File: config.mk
export PLATFORM = sky130hd
export DESIGN_NAME = poe_output_encoder
export DESIGN_NICKNAME = d
export VERILOG_FILES = /design/src/verilog/poe_pkg.sv /design/src/verilog/poe_output_encoder.sv /design/src/verilog/poe_pin_driver.sv /design/src/verilog/poe_delay_counter.sv
export SDC_FILE = /design/constraint.sdc
export NUM_CORES = 1
export LEC_CHECK = 0
export BUFFER_PORTS_ARGS = -buffer_cell sky130_fd_sc_hd__buf_2
export CAP_MARGIN = 20
export CORE_UTILIZATION = 25
export CTS_CLUSTER_DIAMETER = 100
export CTS_CLUSTER_SIZE = 8
export DETAILED_ROUTE_END_ITERATION = 12
export HOLD_SLACK_MARGIN = 0.05
export RECOVER_POWER = 50
export SLEW_MARGIN = 20
export SYNTH_ARGS = -nofsm -noshare
export SYNTH_HDL_FRONTEND = slang
export SYNTH_SLANG_ARGS = --single-unit
File: constraint.sdc
create_clock -name clk -period 15.2 [get_ports clk]
set_input_delay 1.52 -clock clk [delete_from_list [all_inputs] [get_ports clk]]
set_output_delay 1.52 -clock clk [all_outputs]
set_load 0.01 [all_outputs]
File: src/verilog/poe_pkg.sv
// constants, types and delay tables of the protection output encoder
//
// What this block does
// - active-high: drive high, float, or high
// - active-low: drive low, low, or float
// - charge enable asserted only in safe states
// - pch charge pin drives high under charge overcurrent
// - pch charge pin high in inhibit states
// - discharge enable asserted in listed states only
// - active-low discharge uses inverted encoding
// - failure pin asserted only at second overvoltage
// - active-low failure pin uses inverted encoding
// - cell delay seven settings, 1-2 to 13-14
// - second overvoltage delay five cycle settings
// - open-wire delays share the cell settings
// - cycle delays counted in 400 ms cycles
// - temperature delays fixed, not code selectable
// - discharge overcurrent delay 25 to 500 ms
// - charge overcurrent delay same seven values
// - short circuit delay 0.1 to 0.5 ms
// - test input shortens cycle, one-cycle delays
package poe_pkg;

    // ****************************************
    // timing
    // ****************************************
    localparam int CLK_MHZ           = 250;
    localparam int US_PER_MS         = 1000;
    localparam int MON_CYCLE_MS      = 400;
    localparam int TEST_CYCLE_MS     = 100;
    localparam int US_CLKS           = CLK_MHZ;
    localparam int MON_CYCLE_CLKS    = MON_CYCLE_MS * US_PER_MS * CLK_MHZ;
    localparam int TEST_CYCLE_CLKS   = TEST_CYCLE_MS * US_PER_MS * CLK_MHZ;
    localparam int TEMP_DELAY_CYCLES = 2;
    localparam int DLY_W             = 20;

    // ****************************************
    // delay settings
    // ****************************************
    localparam int CELL_SEL_MAX        = 6;
    localparam int SOV_SEL_MAX         = 4;
    localparam int OC_SEL_MAX          = 6;
    localparam int SHORT_SEL_MAX       = 4;
    localparam int SOV_DELAY_CYC [5]   = '{6, 11, 21, 31, 41};
    localparam int OC_DELAY_MS [7]     = '{25, 50, 100, 200, 300, 400, 500};
    localparam int SHORT_DELAY_US [5]  = '{100, 200, 300, 400, 500};

    // ****************************************
    // delay counter slots
    // ****************************************
    localparam int NUM_DLY   = 10;
    localparam int DLY_OV    = 0;
    localparam int DLY_UV    = 1;
    localparam int DLY_SOV   = 2;
    localparam int DLY_OWDET = 3;
    localparam int DLY_OWREL = 4;
    localparam int DLY_TDET  = 5;
    localparam int DLY_TREL  = 6;
    localparam int DLY_DOC   = 7;
    localparam int DLY_COC   = 8;
    localparam int DLY_SHORT = 9;

    typedef enum logic [1:0] {
        DRV_PUSH_PULL,
        DRV_NCH_OD,
        DRV_PCH_OD
    } poe_drive_type;

    typedef enum logic [3:0] {
        ST_INIT,
        ST_NORMAL,
        ST_OV,
        ST_SOV,
        ST_UV,
        ST_PDOWN,
        ST_OPENW,
        ST_DOC,
        ST_COC,
        ST_SHORT,
        ST_HTCI,
        ST_HTDI,
        ST_LTCI
    } poe_state_type;

    // upper end of the 1-2 .. 13-14 cycle window
    function automatic logic [DLY_W-1:0] poe_cell_cycles(
        input logic [2:0] sel
    );
        int s;
        s = (int'(sel) > CELL_SEL_MAX) ? CELL_SEL_MAX : int'(sel);
        return DLY_W'(2 * s + 2);
    endfunction

    function automatic logic [DLY_W-1:0] poe_sov_cycles(
        input logic [2:0] sel
    );
        int s;
        s = (int'(sel) > SOV_SEL_MAX) ? SOV_SEL_MAX : int'(sel);
        return DLY_W'(SOV_DELAY_CYC[s]);
    endfunction

    function automatic logic [DLY_W-1:0] poe_oc_us(
        input logic [2:0] sel
    );
        int s;
        s = (int'(sel) > OC_SEL_MAX) ? OC_SEL_MAX : int'(sel);
        return DLY_W'(OC_DELAY_MS[s] * US_PER_MS);
    endfunction

    function automatic logic [DLY_W-1:0] poe_short_us(
        input logic [2:0] sel
    );
        int s;
        s = (int'(sel) > SHORT_SEL_MAX) ? SHORT_SEL_MAX : int'(sel);
        return DLY_W'(SHORT_DELAY_US[s]);
    endfunction

endpackage

File: src/verilog/poe_output_encoder.sv
// protection output encoder: pin encoding and detection delays
`timescale 1ns/1ps
module poe_output_encoder
    import poe_pkg::*;
#(
    parameter int MON_CLKS  = MON_CYCLE_CLKS,
    parameter int TEST_CLKS = TEST_CYCLE_CLKS,
    parameter int US_TICK   = US_CLKS
)
(
    // clock and reset
    input  wire logic          clk,
    input  wire logic          reset,
    input  wire logic          ce,
    // protection state from the state machine
    input  wire poe_state_type protState,
    // pin configuration
    input  wire logic          chargeActiveLow,
    input  wire poe_drive_type chargeStyle,
    input  wire logic          dischargeActiveLow,
    input  wire poe_drive_type dischargeStyle,
    input  wire logic          failActiveLow,
    input  wire poe_drive_type failStyle,
    // product-code delay selects
    input  wire logic [2:0]    cellDelaySel,
    input  wire logic [2:0]    sovDelaySel,
    input  wire logic [2:0]    openDetSel,
    input  wire logic [2:0]    openRelSel,
    input  wire logic [2:0]    docDelaySel,
    input  wire logic [2:0]    cocDelaySel,
    input  wire logic [2:0]    shortDelaySel,
    // comparator conditions and test strap (asynchronous)
    input  wire logic          ovCond,
    input  wire logic          uvCond,
    input  wire logic          sovCond,
    input  wire logic          openDetCond,
    input  wire logic          openRelCond,
    input  wire logic          tempDetCond,
    input  wire logic          tempRelCond,
    input  wire logic          docCond,
    input  wire logic          cocCond,
    input  wire logic          shortCond,
    input  wire logic          internalRegulatorLevel,
    // delay results to the state machine
    output logic               ovDone,
    output logic               uvDone,
    output logic               sovDone,
    output logic               openDetDone,
    output logic               openRelDone,
    output logic               tempDetDone,
    output logic               tempRelDone,
    output logic               docDone,
    output logic               chargeOvercurrentDelayDone,
    output logic               shortCircuitDelayDone,
    output logic               monTick,
    // pins
    output logic               chargeEnableOut,
    output logic               chargeEnableOe,
    output logic               dischargeEnableOut,
    output logic               dischargeEnableOe,
    output logic               permanentFailOut,
    output logic               permanentFailOe
);

    initial begin
        if (MON_CLKS < 2 || TEST_CLKS < 2 || US_TICK < 1)
            $error("monitor or microsecond period out of range");
        if (TEST_CLKS > MON_CLKS)
            $error("test cycle longer than monitor cycle");
    end

    // ****************************************
    // input synchronisers
    // ****************************************
    logic [NUM_DLY-1:0] condMeta_ff;
    logic [NUM_DLY-1:0] condSync_ff;
    logic               testMeta_ff;
    logic               testSync_ff;
    logic [NUM_DLY-1:0] condRaw;

    assign condRaw[DLY_OV]    = ovCond;
    assign condRaw[DLY_UV]    = uvCond;
    assign condRaw[DLY_SOV]   = sovCond;
    assign condRaw[DLY_OWDET] = openDetCond;
    assign condRaw[DLY_OWREL] = openRelCond;
    assign condRaw[DLY_TDET]  = tempDetCond;
    assign condRaw[DLY_TREL]  = tempRelCond;
    assign condRaw[DLY_DOC]   = docCond;
    assign condRaw[DLY_COC]   = cocCond;
    assign condRaw[DLY_SHORT] = shortCond;

    always_ff @(posedge clk) begin
        if (reset) begin
            condMeta_ff <= '0;
            condSync_ff <= '0;
            testMeta_ff <= 1'b0;
            testSync_ff <= 1'b0;
        end else if (ce) begin
            condMeta_ff <= condRaw;
            condSync_ff <= condMeta_ff;
            testMeta_ff <= internalRegulatorLevel;
            testSync_ff <= testMeta_ff;
        end
    end

    // ****************************************
    // monitoring cycle and microsecond ticks
    // ****************************************
    logic [31:0] monCount_ff;
    logic [31:0] usCount_ff;
    logic [31:0] monPeriod;
    logic        monEnd;
    logic        usTick;

    // test strap shortens the monitoring cycle
    assign monPeriod = testSync_ff ? 32'(TEST_CLKS) : 32'(MON_CLKS);
    assign monEnd    = (monCount_ff >= monPeriod - 32'h0000_0001);
    assign usTick    = (usCount_ff >= 32'(US_TICK) - 32'h0000_0001);

    always_ff @(posedge clk) begin
        if (reset) begin
            monCount_ff <= '0;
            usCount_ff  <= '0;
        end else if (ce) begin
            monCount_ff <= monEnd ? '0 : monCount_ff + 32'h0000_0001;
            usCount_ff  <= usTick ? '0 : usCount_ff + 32'h0000_0001;
        end
    end

    assign monTick = monEnd && ce;

    // ****************************************
    // delay targets
    // ****************************************
    logic [DLY_W-1:0] target [NUM_DLY];
    logic [DLY_W-1:0] cycOne;
    logic [NUM_DLY-1:0] doneVec;

    assign cycOne = DLY_W'(1);

    // test mode brings every cycle delay down to one cycle
    assign target[DLY_OV]    = testSync_ff ? cycOne
                               : poe_cell_cycles(cellDelaySel);
    assign target[DLY_UV]    = testSync_ff ? cycOne
                               : poe_cell_cycles(cellDelaySel);
    assign target[DLY_SOV]   = testSync_ff ? cycOne
                               : poe_sov_cycles(sovDelaySel);
    assign target[DLY_OWDET] = testSync_ff ? cycOne
                               : poe_cell_cycles(openDetSel);
    assign target[DLY_OWREL] = testSync_ff ? cycOne
                               : poe_cell_cycles(openRelSel);
    // fixed; no select reaches these two
    assign target[DLY_TDET]  = testSync_ff ? cycOne
                               : DLY_W'(TEMP_DELAY_CYCLES);
    assign target[DLY_TREL]  = testSync_ff ? cycOne
                               : DLY_W'(TEMP_DELAY_CYCLES);
    assign target[DLY_DOC]   = poe_oc_us(docDelaySel);
    assign target[DLY_COC]   = poe_oc_us(cocDelaySel);
    assign target[DLY_SHORT] = poe_short_us(shortDelaySel);

    genvar gi;
    generate
        for (gi = 0; gi < NUM_DLY; gi++) begin : g_dly
            logic unitTick;
            // current delays run on microseconds, the rest on cycles
            assign unitTick = (gi >= DLY_DOC) ? usTick : monEnd;
            poe_delay_counter #(
                .W      (DLY_W)
            ) u_cnt (
                .clk    (clk),
                .reset  (reset),
                .ce     (ce),
                .tick   (unitTick),
                .cond   (condSync_ff[gi]),
                .target (target[gi]),
                .done   (doneVec[gi])
            );
        end
    endgenerate

    assign ovDone                     = doneVec[DLY_OV];
    assign uvDone                     = doneVec[DLY_UV];
    assign sovDone                    = doneVec[DLY_SOV];
    assign openDetDone                = doneVec[DLY_OWDET];
    assign openRelDone                = doneVec[DLY_OWREL];
    assign tempDetDone                = doneVec[DLY_TDET];
    assign tempRelDone                = doneVec[DLY_TREL];
    assign docDone                    = doneVec[DLY_DOC];
    assign chargeOvercurrentDelayDone = doneVec[DLY_COC];
    assign shortCircuitDelayDone      = doneVec[DLY_SHORT];

    // ****************************************
    // state to pin encoding
    // ****************************************
    logic chargeAssert;
    logic chargePchHold;
    logic dischargeAssert;
    logic failAssert;

    assign chargeAssert    = (protState == ST_INIT)
                          || (protState == ST_NORMAL)
                          || (protState == ST_UV) || (protState == ST_DOC)
                          || (protState == ST_SHORT);
    // active-high p-channel keeps driving high in these states
    assign chargePchHold   = !chargeActiveLow
                          && ((protState == ST_COC) || (protState == ST_HTCI)
                          || (protState == ST_HTDI)
                          || (protState == ST_LTCI));
    assign dischargeAssert = (protState == ST_NORMAL) || (protState == ST_OV)
                          || (protState == ST_SOV) || (protState == ST_COC)
                          || (protState == ST_HTCI)
                          || (protState == ST_LTCI);
    assign failAssert      = (protState == ST_SOV);

    poe_pin_driver u_charge (
        .clk         (clk),
        .reset       (reset),
        .ce          (ce),
        .assertReq   (chargeAssert),
        .activeLow   (chargeActiveLow),
        .style       (chargeStyle),
        .pchHoldHigh (chargePchHold),
        .pinOut      (chargeEnableOut),
        .pinOe       (chargeEnableOe)
    );

    poe_pin_driver u_discharge (
        .clk         (clk),
        .reset       (reset),
        .ce          (ce),
        .assertReq   (dischargeAssert),
        .activeLow   (dischargeActiveLow),
        .style       (dischargeStyle),
        .pchHoldHigh (1'b0),
        .pinOut      (dischargeEnableOut),
        .pinOe       (dischargeEnableOe)
    );

    poe_pin_driver u_fail (
        .clk         (clk),
        .reset       (reset),
        .ce          (ce),
        .assertReq   (failAssert),
        .activeLow   (failActiveLow),
        .style       (failStyle),
        .pchHoldHigh (1'b0),
        .pinOut      (permanentFailOut),
        .pinOe       (permanentFailOe)
    );

    // ****************************************
    // checks
    // ****************************************
    chk_charge_pp_high: assert property (
        @(posedge clk) disable iff (reset)
        (ce && chargeStyle == DRV_PUSH_PULL && !chargeActiveLow
            && protState == ST_NORMAL)
            |=> chargeEnableOe && chargeEnableOut)
        else $error("charge pin not high in normal state");

    chk_charge_ov_low: assert property (
        @(posedge clk) disable iff (reset)
        (ce && chargeStyle == DRV_PUSH_PULL && !chargeActiveLow
            && protState == ST_OV)
            |=> chargeEnableOe && !chargeEnableOut)
        else $error("charge pin not low in overvoltage");

    chk_charge_nch_low: assert property (
        @(posedge clk) disable iff (reset)
        (ce && chargeStyle == DRV_NCH_OD && chargeActiveLow
            && protState == ST_UV)
            |=> chargeEnableOe && !chargeEnableOut)
        else $error("active-low n-channel charge pin not pulled low");

    chk_charge_pch_hold: assert property (
        @(posedge clk) disable iff (reset)
        (ce && chargeStyle == DRV_PCH_OD && !chargeActiveLow
            && (protState == ST_COC || protState == ST_HTDI))
            |=> chargeEnableOe && chargeEnableOut)
        else $error("p-channel charge pin not held high");

    chk_discharge_init_off: assert property (
        @(posedge clk) disable iff (reset)
        (ce && dischargeStyle == DRV_PUSH_PULL && !dischargeActiveLow
            && protState == ST_INIT)
            |=> dischargeEnableOe && !dischargeEnableOut)
        else $error("discharge pin enabled in initial state");

    chk_discharge_inverted: assert property (
        @(posedge clk) disable iff (reset)
        (ce && dischargeStyle == DRV_PUSH_PULL && dischargeActiveLow
            && protState == ST_COC)
            |=> dischargeEnableOe && !dischargeEnableOut)
        else $error("active-low discharge pin not low when asserted");

    chk_fail_only_sov: assert property (
        @(posedge clk) disable iff (reset)
        (ce && failStyle == DRV_PUSH_PULL && !failActiveLow)
            |=> permanentFailOut == ($past(protState) == ST_SOV))
        else $error("failure pin does not follow second overvoltage");

    chk_fail_low_float: assert property (
        @(posedge clk) disable iff (reset)
        (ce && failStyle == DRV_PCH_OD && failActiveLow
            && protState == ST_SOV) |=> !permanentFailOe)
        else $error("active-low p-channel failure pin driven");

    chk_test_one_cycle: assert property (
        @(posedge clk) disable iff (reset)
        testSync_ff |-> target[DLY_OV] == cycOne
            && target[DLY_SOV] == cycOne)
        else $error("test mode did not shorten cycle delays");

    chk_cell_range: assert property (
        @(posedge clk) disable iff (reset)
        !testSync_ff |-> target[DLY_OV] >= DLY_W'(2)
            && target[DLY_OV] <= DLY_W'(14) && !target[DLY_OV][0])
        else $error("cell delay outside its seven settings");

    chk_mon_period: assert property (
        @(posedge clk) disable iff (reset)
        monCount_ff < 32'(MON_CLKS))
        else $error("monitoring cycle counter overran its period");

endmodule

File: src/verilog/poe_pin_driver.sv
// one output pin: polarity and driver style to level and enable
`timescale 1ns/1ps
module poe_pin_driver
    import poe_pkg::*;
(
    // clock and reset
    input  wire logic          clk,
    input  wire logic          reset,
    input  wire logic          ce,
    // request
    input  wire logic          assertReq,
    input  wire logic          activeLow,
    input  wire poe_drive_type style,
    input  wire logic          pchHoldHigh,
    // pin
    output logic               pinOut,
    output logic               pinOe
);

    logic pinOut_ff;
    logic pinOe_ff;
    logic level;
    logic nxt_pinOut;
    logic nxt_pinOe;

    assign level = assertReq ^ activeLow;

    always_comb begin
        nxt_pinOut = 1'b0;
        nxt_pinOe  = 1'b0;
        case (style)
            DRV_PUSH_PULL: begin
                nxt_pinOut = level;
                nxt_pinOe  = 1'b1;
            end
            DRV_NCH_OD: begin
                nxt_pinOut = 1'b0;
                nxt_pinOe  = ~level;
            end
            DRV_PCH_OD: begin
                nxt_pinOut = 1'b1;
                nxt_pinOe  = level | pchHoldHigh;
            end
            default: begin
                nxt_pinOut = 1'b0;
                nxt_pinOe  = 1'b0;
            end
        endcase
    end

    // reset leaves the pin released until the state is known
    always_ff @(posedge clk) begin
        if (reset) begin
            pinOut_ff <= 1'b0;
            pinOe_ff  <= 1'b0;
        end else if (ce) begin
            pinOut_ff <= nxt_pinOut;
            pinOe_ff  <= nxt_pinOe;
        end
    end

    assign pinOut = pinOut_ff;
    assign pinOe  = pinOe_ff;

    chk_nch_float_high: assert property (
        @(posedge clk) disable iff (reset)
        (ce && style == DRV_NCH_OD && assertReq && !activeLow)
            |=> !pinOe)
        else $error("n-channel asserted active-high pin is driven");

    chk_pch_float_low: assert property (
        @(posedge clk) disable iff (reset)
        (ce && style == DRV_PCH_OD && assertReq && activeLow
            && !pchHoldHigh) |=> !pinOe)
        else $error("p-channel asserted active-low pin is driven");

endmodule

File: src/verilog/poe_delay_counter.sv
// detection delay counter in units of an external tick
`timescale 1ns/1ps
module poe_delay_counter
    import poe_pkg::*;
#(
    parameter int W = DLY_W
)
(
    // clock and reset
    input  wire logic         clk,
    input  wire logic         reset,
    input  wire logic         ce,
    // count
    input  wire logic         tick,
    input  wire logic         cond,
    input  wire logic [W-1:0] target,
    // result
    output logic              done
);

    logic [W-1:0] count_ff;
    logic [W-1:0] nxt_count;
    logic         done_ff;
    logic         reached;

    initial begin
        if (W < 2) $error("delay counter width too small");
    end

    assign reached   = (count_ff >= target) && (target != '0);
    assign nxt_count = !cond ? '0 :
                       (tick && !reached) ? count_ff + W'(1) : count_ff;

    always_ff @(posedge clk) begin
        if (reset) begin
            count_ff <= '0;
            done_ff  <= 1'b0;
        end else if (ce) begin
            count_ff <= nxt_count;
            done_ff  <= cond && reached;
        end
    end

    assign done = done_ff;

    chk_restart_on_clear: assert property (
        @(posedge clk) disable iff (reset)
        (ce && !cond) |=> (count_ff == '0) && !done)
        else $error("delay counter kept state after condition cleared");

    chk_done_needs_count: assert property (
        @(posedge clk) disable iff (reset)
        $rose(done) |-> $past(count_ff) >= $past(target))
        else $error("delay completed before target reached");

endmodule

==> summary.txt <==
Final layout
  • Filler instances: 7608
  • Fraction of layout instances using a drive strength above 1: 6.97%
  • Reg area: 6050 sq um
  • Multi-input logic area: 11400 sq um
  • Area growth from synthesis to layout: 13.4%
  • Layout Nets: 2421
  • N_diodes: 0
  • Util after Layout: 28.7%

Clocking
  • Post-CTS Setup Bufs: 0
  • # hold bufs at CTS: 0
  • CTS tree: done
  • Post-CTS Resized: 0
  • CTS H-tree depth: 2
  • CTS buffer count: 43
  • Root Driver: clkbuf_16
  • Worst-path clk slew: 0.05 ns
  • Clock Tree Buf Depth: 3
  • # clock sinks: 302
  • Clk_lat worst skew: 0.55 ns

Critical path
  • Slowest CP cell: a2111oi_1
  • Worst Setup End Kind: register
  • Critical path class: in -> reg
  • Worst Path Required: 15.61 ns
  • Worst Path Max Fanout: 24
  • CP peak stage delay: 0.72 ns
  • Critical path launch point type: input port
  • Arr. time, crit path: 9.34 ns

Pwr
  • Pwr per Cell Area: 94.4 nW/um^2
  • Pleak: 8.38 nW
  • Peak supply drop: 0.0713 mV
  • Final Total Pwr: 1.93 mW

STA
  • Final Cycle Share: 58.8%
  • Fin. max-slew vios: 64
  • Final setup fails: 0
  • Max Clock Skew: 0.0256 ns
  • Rel. slew slack: -130%
  • RSZ-0062 raised after global routing: false
  • Fin crit period: 8.93 ns
  • Least-Margin Pin Slew: 3.45 ns
  • Worst Setup Slack, final: 6.27 ns
  • Setup TNS: 0 ns
  • Max Clk Rate: 112 MHz
  • Final Hold Viols: 0

Placement
  • DP HPWL: 30500 um
  • Setup WS pre-CTS: 5.88 ns
  • Routability cong.: 0.805
  • PortBufs: 64

Yosys
  • Synth Register Bits: 302
  • Top_reg_cell synth: dfxtp_1
  • Number of synthesized flops with an enable pin: 0
  • Synth top cells by count: dfxtp_1 (302), nor2_1 (262), ha_1 (180)
  • Yosys warning total: 0
  • Top-area cell type share of the netlist area: 33.4%
  • Mapped cell area: 18100 sq um
  • Post-synthesis average cell area: 8.47 sq um
  • Synth area leaders: dfxtp_1 (33%), ha_1 (12%), nor2_1 (5.4%), xnor2_1 (5.2%), a21oi_1 (3.3%)
  • Leading area contributor after synthesis: dfxtp_1
  • Gate count of the mapped netlist: 2134
  • Async set-reset flop share out of synthesis: 0%
  • Top-count cell post-synth: dfxtp_1
  • Synth cell types: 88
  • Post-synthesis sequential area ratio: 33.4%

Floorplanning
  • Die height: 271 um
  • Chip width: 271 um
  • I/O pin total: 65
  • CORE AREA: 71500 sq um
  • Initial Util: 25.3%
  • Die Area: 73400 sq um
  • FP Rows: 98

Routing
  • Routed wire length per instance: 13.7 um
  • Via density: 4.80
  • Via Count: 15000
  • DRT iter0 DRCs: 887
  • DRT Pass-1 Iters: 5
  • Final wirelength: 42900 um
  • Antenna Nets Post-Route: 0
  • # DRC: 0

GRT
  • First-pass GRT wire length: 72400 um
  • Vias in the first global route: 14200
  • GRT overflow: 0
  • Tot GR Track Use: 11.7%
  • Antenna violations before repair: 1
  • Largest net degree at the start of global routing: 64

Status
  • Status: finished with violations
  • Failing checks: capacitance limit, slew limit

Min path
  • Worst Hold Class: reg -> reg

Job
  • MaxCap Viol Count: 1
[logic make-up after synthesis]
group / synth area share [%]
AO/OA/AOI/OAI: 15.1
flip-flops: 33.4
buffers and inverters: 3.91
adder cells (fa/ha/maj): 14.0
multiplexers: 2.35
AND/OR/NAND/NOR: 23.7
XOR/XNOR: 7.53
other: 0.0415
[layer usage]
layer	GRT usage, %	wire [um]
met1	16.4	21800
met2	18.3	18600
met3	1.95	1860
met4	2.93	688
met5	0	14
[report_power, final]
part	switching (mW)	internal [mW]
clock network	0.342	0.502
logic	0.167	0.117
registers	0.00737	0.799
total	0.516	1.42
[through the flow]
stage	hold slack [ns]	std cells	area [sq um]
after global routing	0.477	3132	20500
after detailed placement	0.445	3084	19400
final	0.456	3132	20500
after CTS	0.461	3132	20500
after floorplan	0.430	2140	18100
after global placement	0.443	3084	19400
[path summary, 6_finish.rpt]
check	startpoint	end	slack (ns)	cells past startpoint
hold / removal	g_dly[2].u_cnt.count_ff[14]	g_dly[2].u_cnt.count_ff[14]	0.46	1
setup / recovery	docDelaySel[1]	g_dly[7].u_cnt.count_ff[9]	6.27	27
hold reg to reg	g_dly[2].u_cnt.count_ff[14]	g_dly[2].u_cnt.count_ff[14]	0.46	1
setup reg to reg	testSync_ff	monCount_ff[27]	10.77	9
[cell type report]
| class | count | area share (%) |
|---|---|---|
| flip-flops and latches | 302 | 29.5 |
| clock buffers | 45 | 5.29 |
| clock inverters | 3 | 0.238 |
| multi-input cells | 1660 | 55.4 |
| repair buffers | 80 | 2.03 |
| well taps | 950 | 5.80 |
| inverters | 92 | 1.70 |
[cell usage in the layout (no fill, tap or decap), drive strengths merged, types with 5 or more instances in the layout]
master and count:
a2111oi 10, a211oi 26, a21boi 10, a21o 45, a21oi 120, a22oi 7
a31oi 32, a41oi 6, and2 54, and3 65, and4 12, buf 62
clkbuf 63, conb 8, dfxtp 302, fa 14, ha 180, inv 95
mux2i 38, nand2 150, nand2b 18, nand3 71, nand3b 5, nand4 69
nor2 263, nor2b 10, nor3 36, nor4 44, o211ai 8, o21a 7
o21ai 85, o31ai 13, o41ai 8, or2 16, or3 14, or4 8
xnor2 107, xor2 38
[sequential cells by signal, indices dropped and copies added (netlist names)]
| register | cells |
|---|---|
| g_dly.u_cnt.done | 10 |
| condMeta_ff | 10 |
| usCount_ff | 32 |
| u_charge.pinOe | 1 |
| condSync_ff | 10 |
| u_discharge.pinOe | 1 |
| g_dly.u_cnt.count_ff | 200 |
| testMeta_ff | 1 |
| u_discharge.pinOut | 1 |
| u_charge.pinOut | 1 |
| testSync_ff | 1 |
| u_fail.pinOut | 1 |
| monCount_ff | 32 |
| u_fail.pinOe | 1 |
[critical path, delay by kind of cell]
family	cells	cell delay (ns)
compound gates	10	3.17
fa+ha+maj	7	2.86
buf+inv	4	0.66
simple gates	6	1.09
Note: power is estimated with default switching activity, not from simulation.
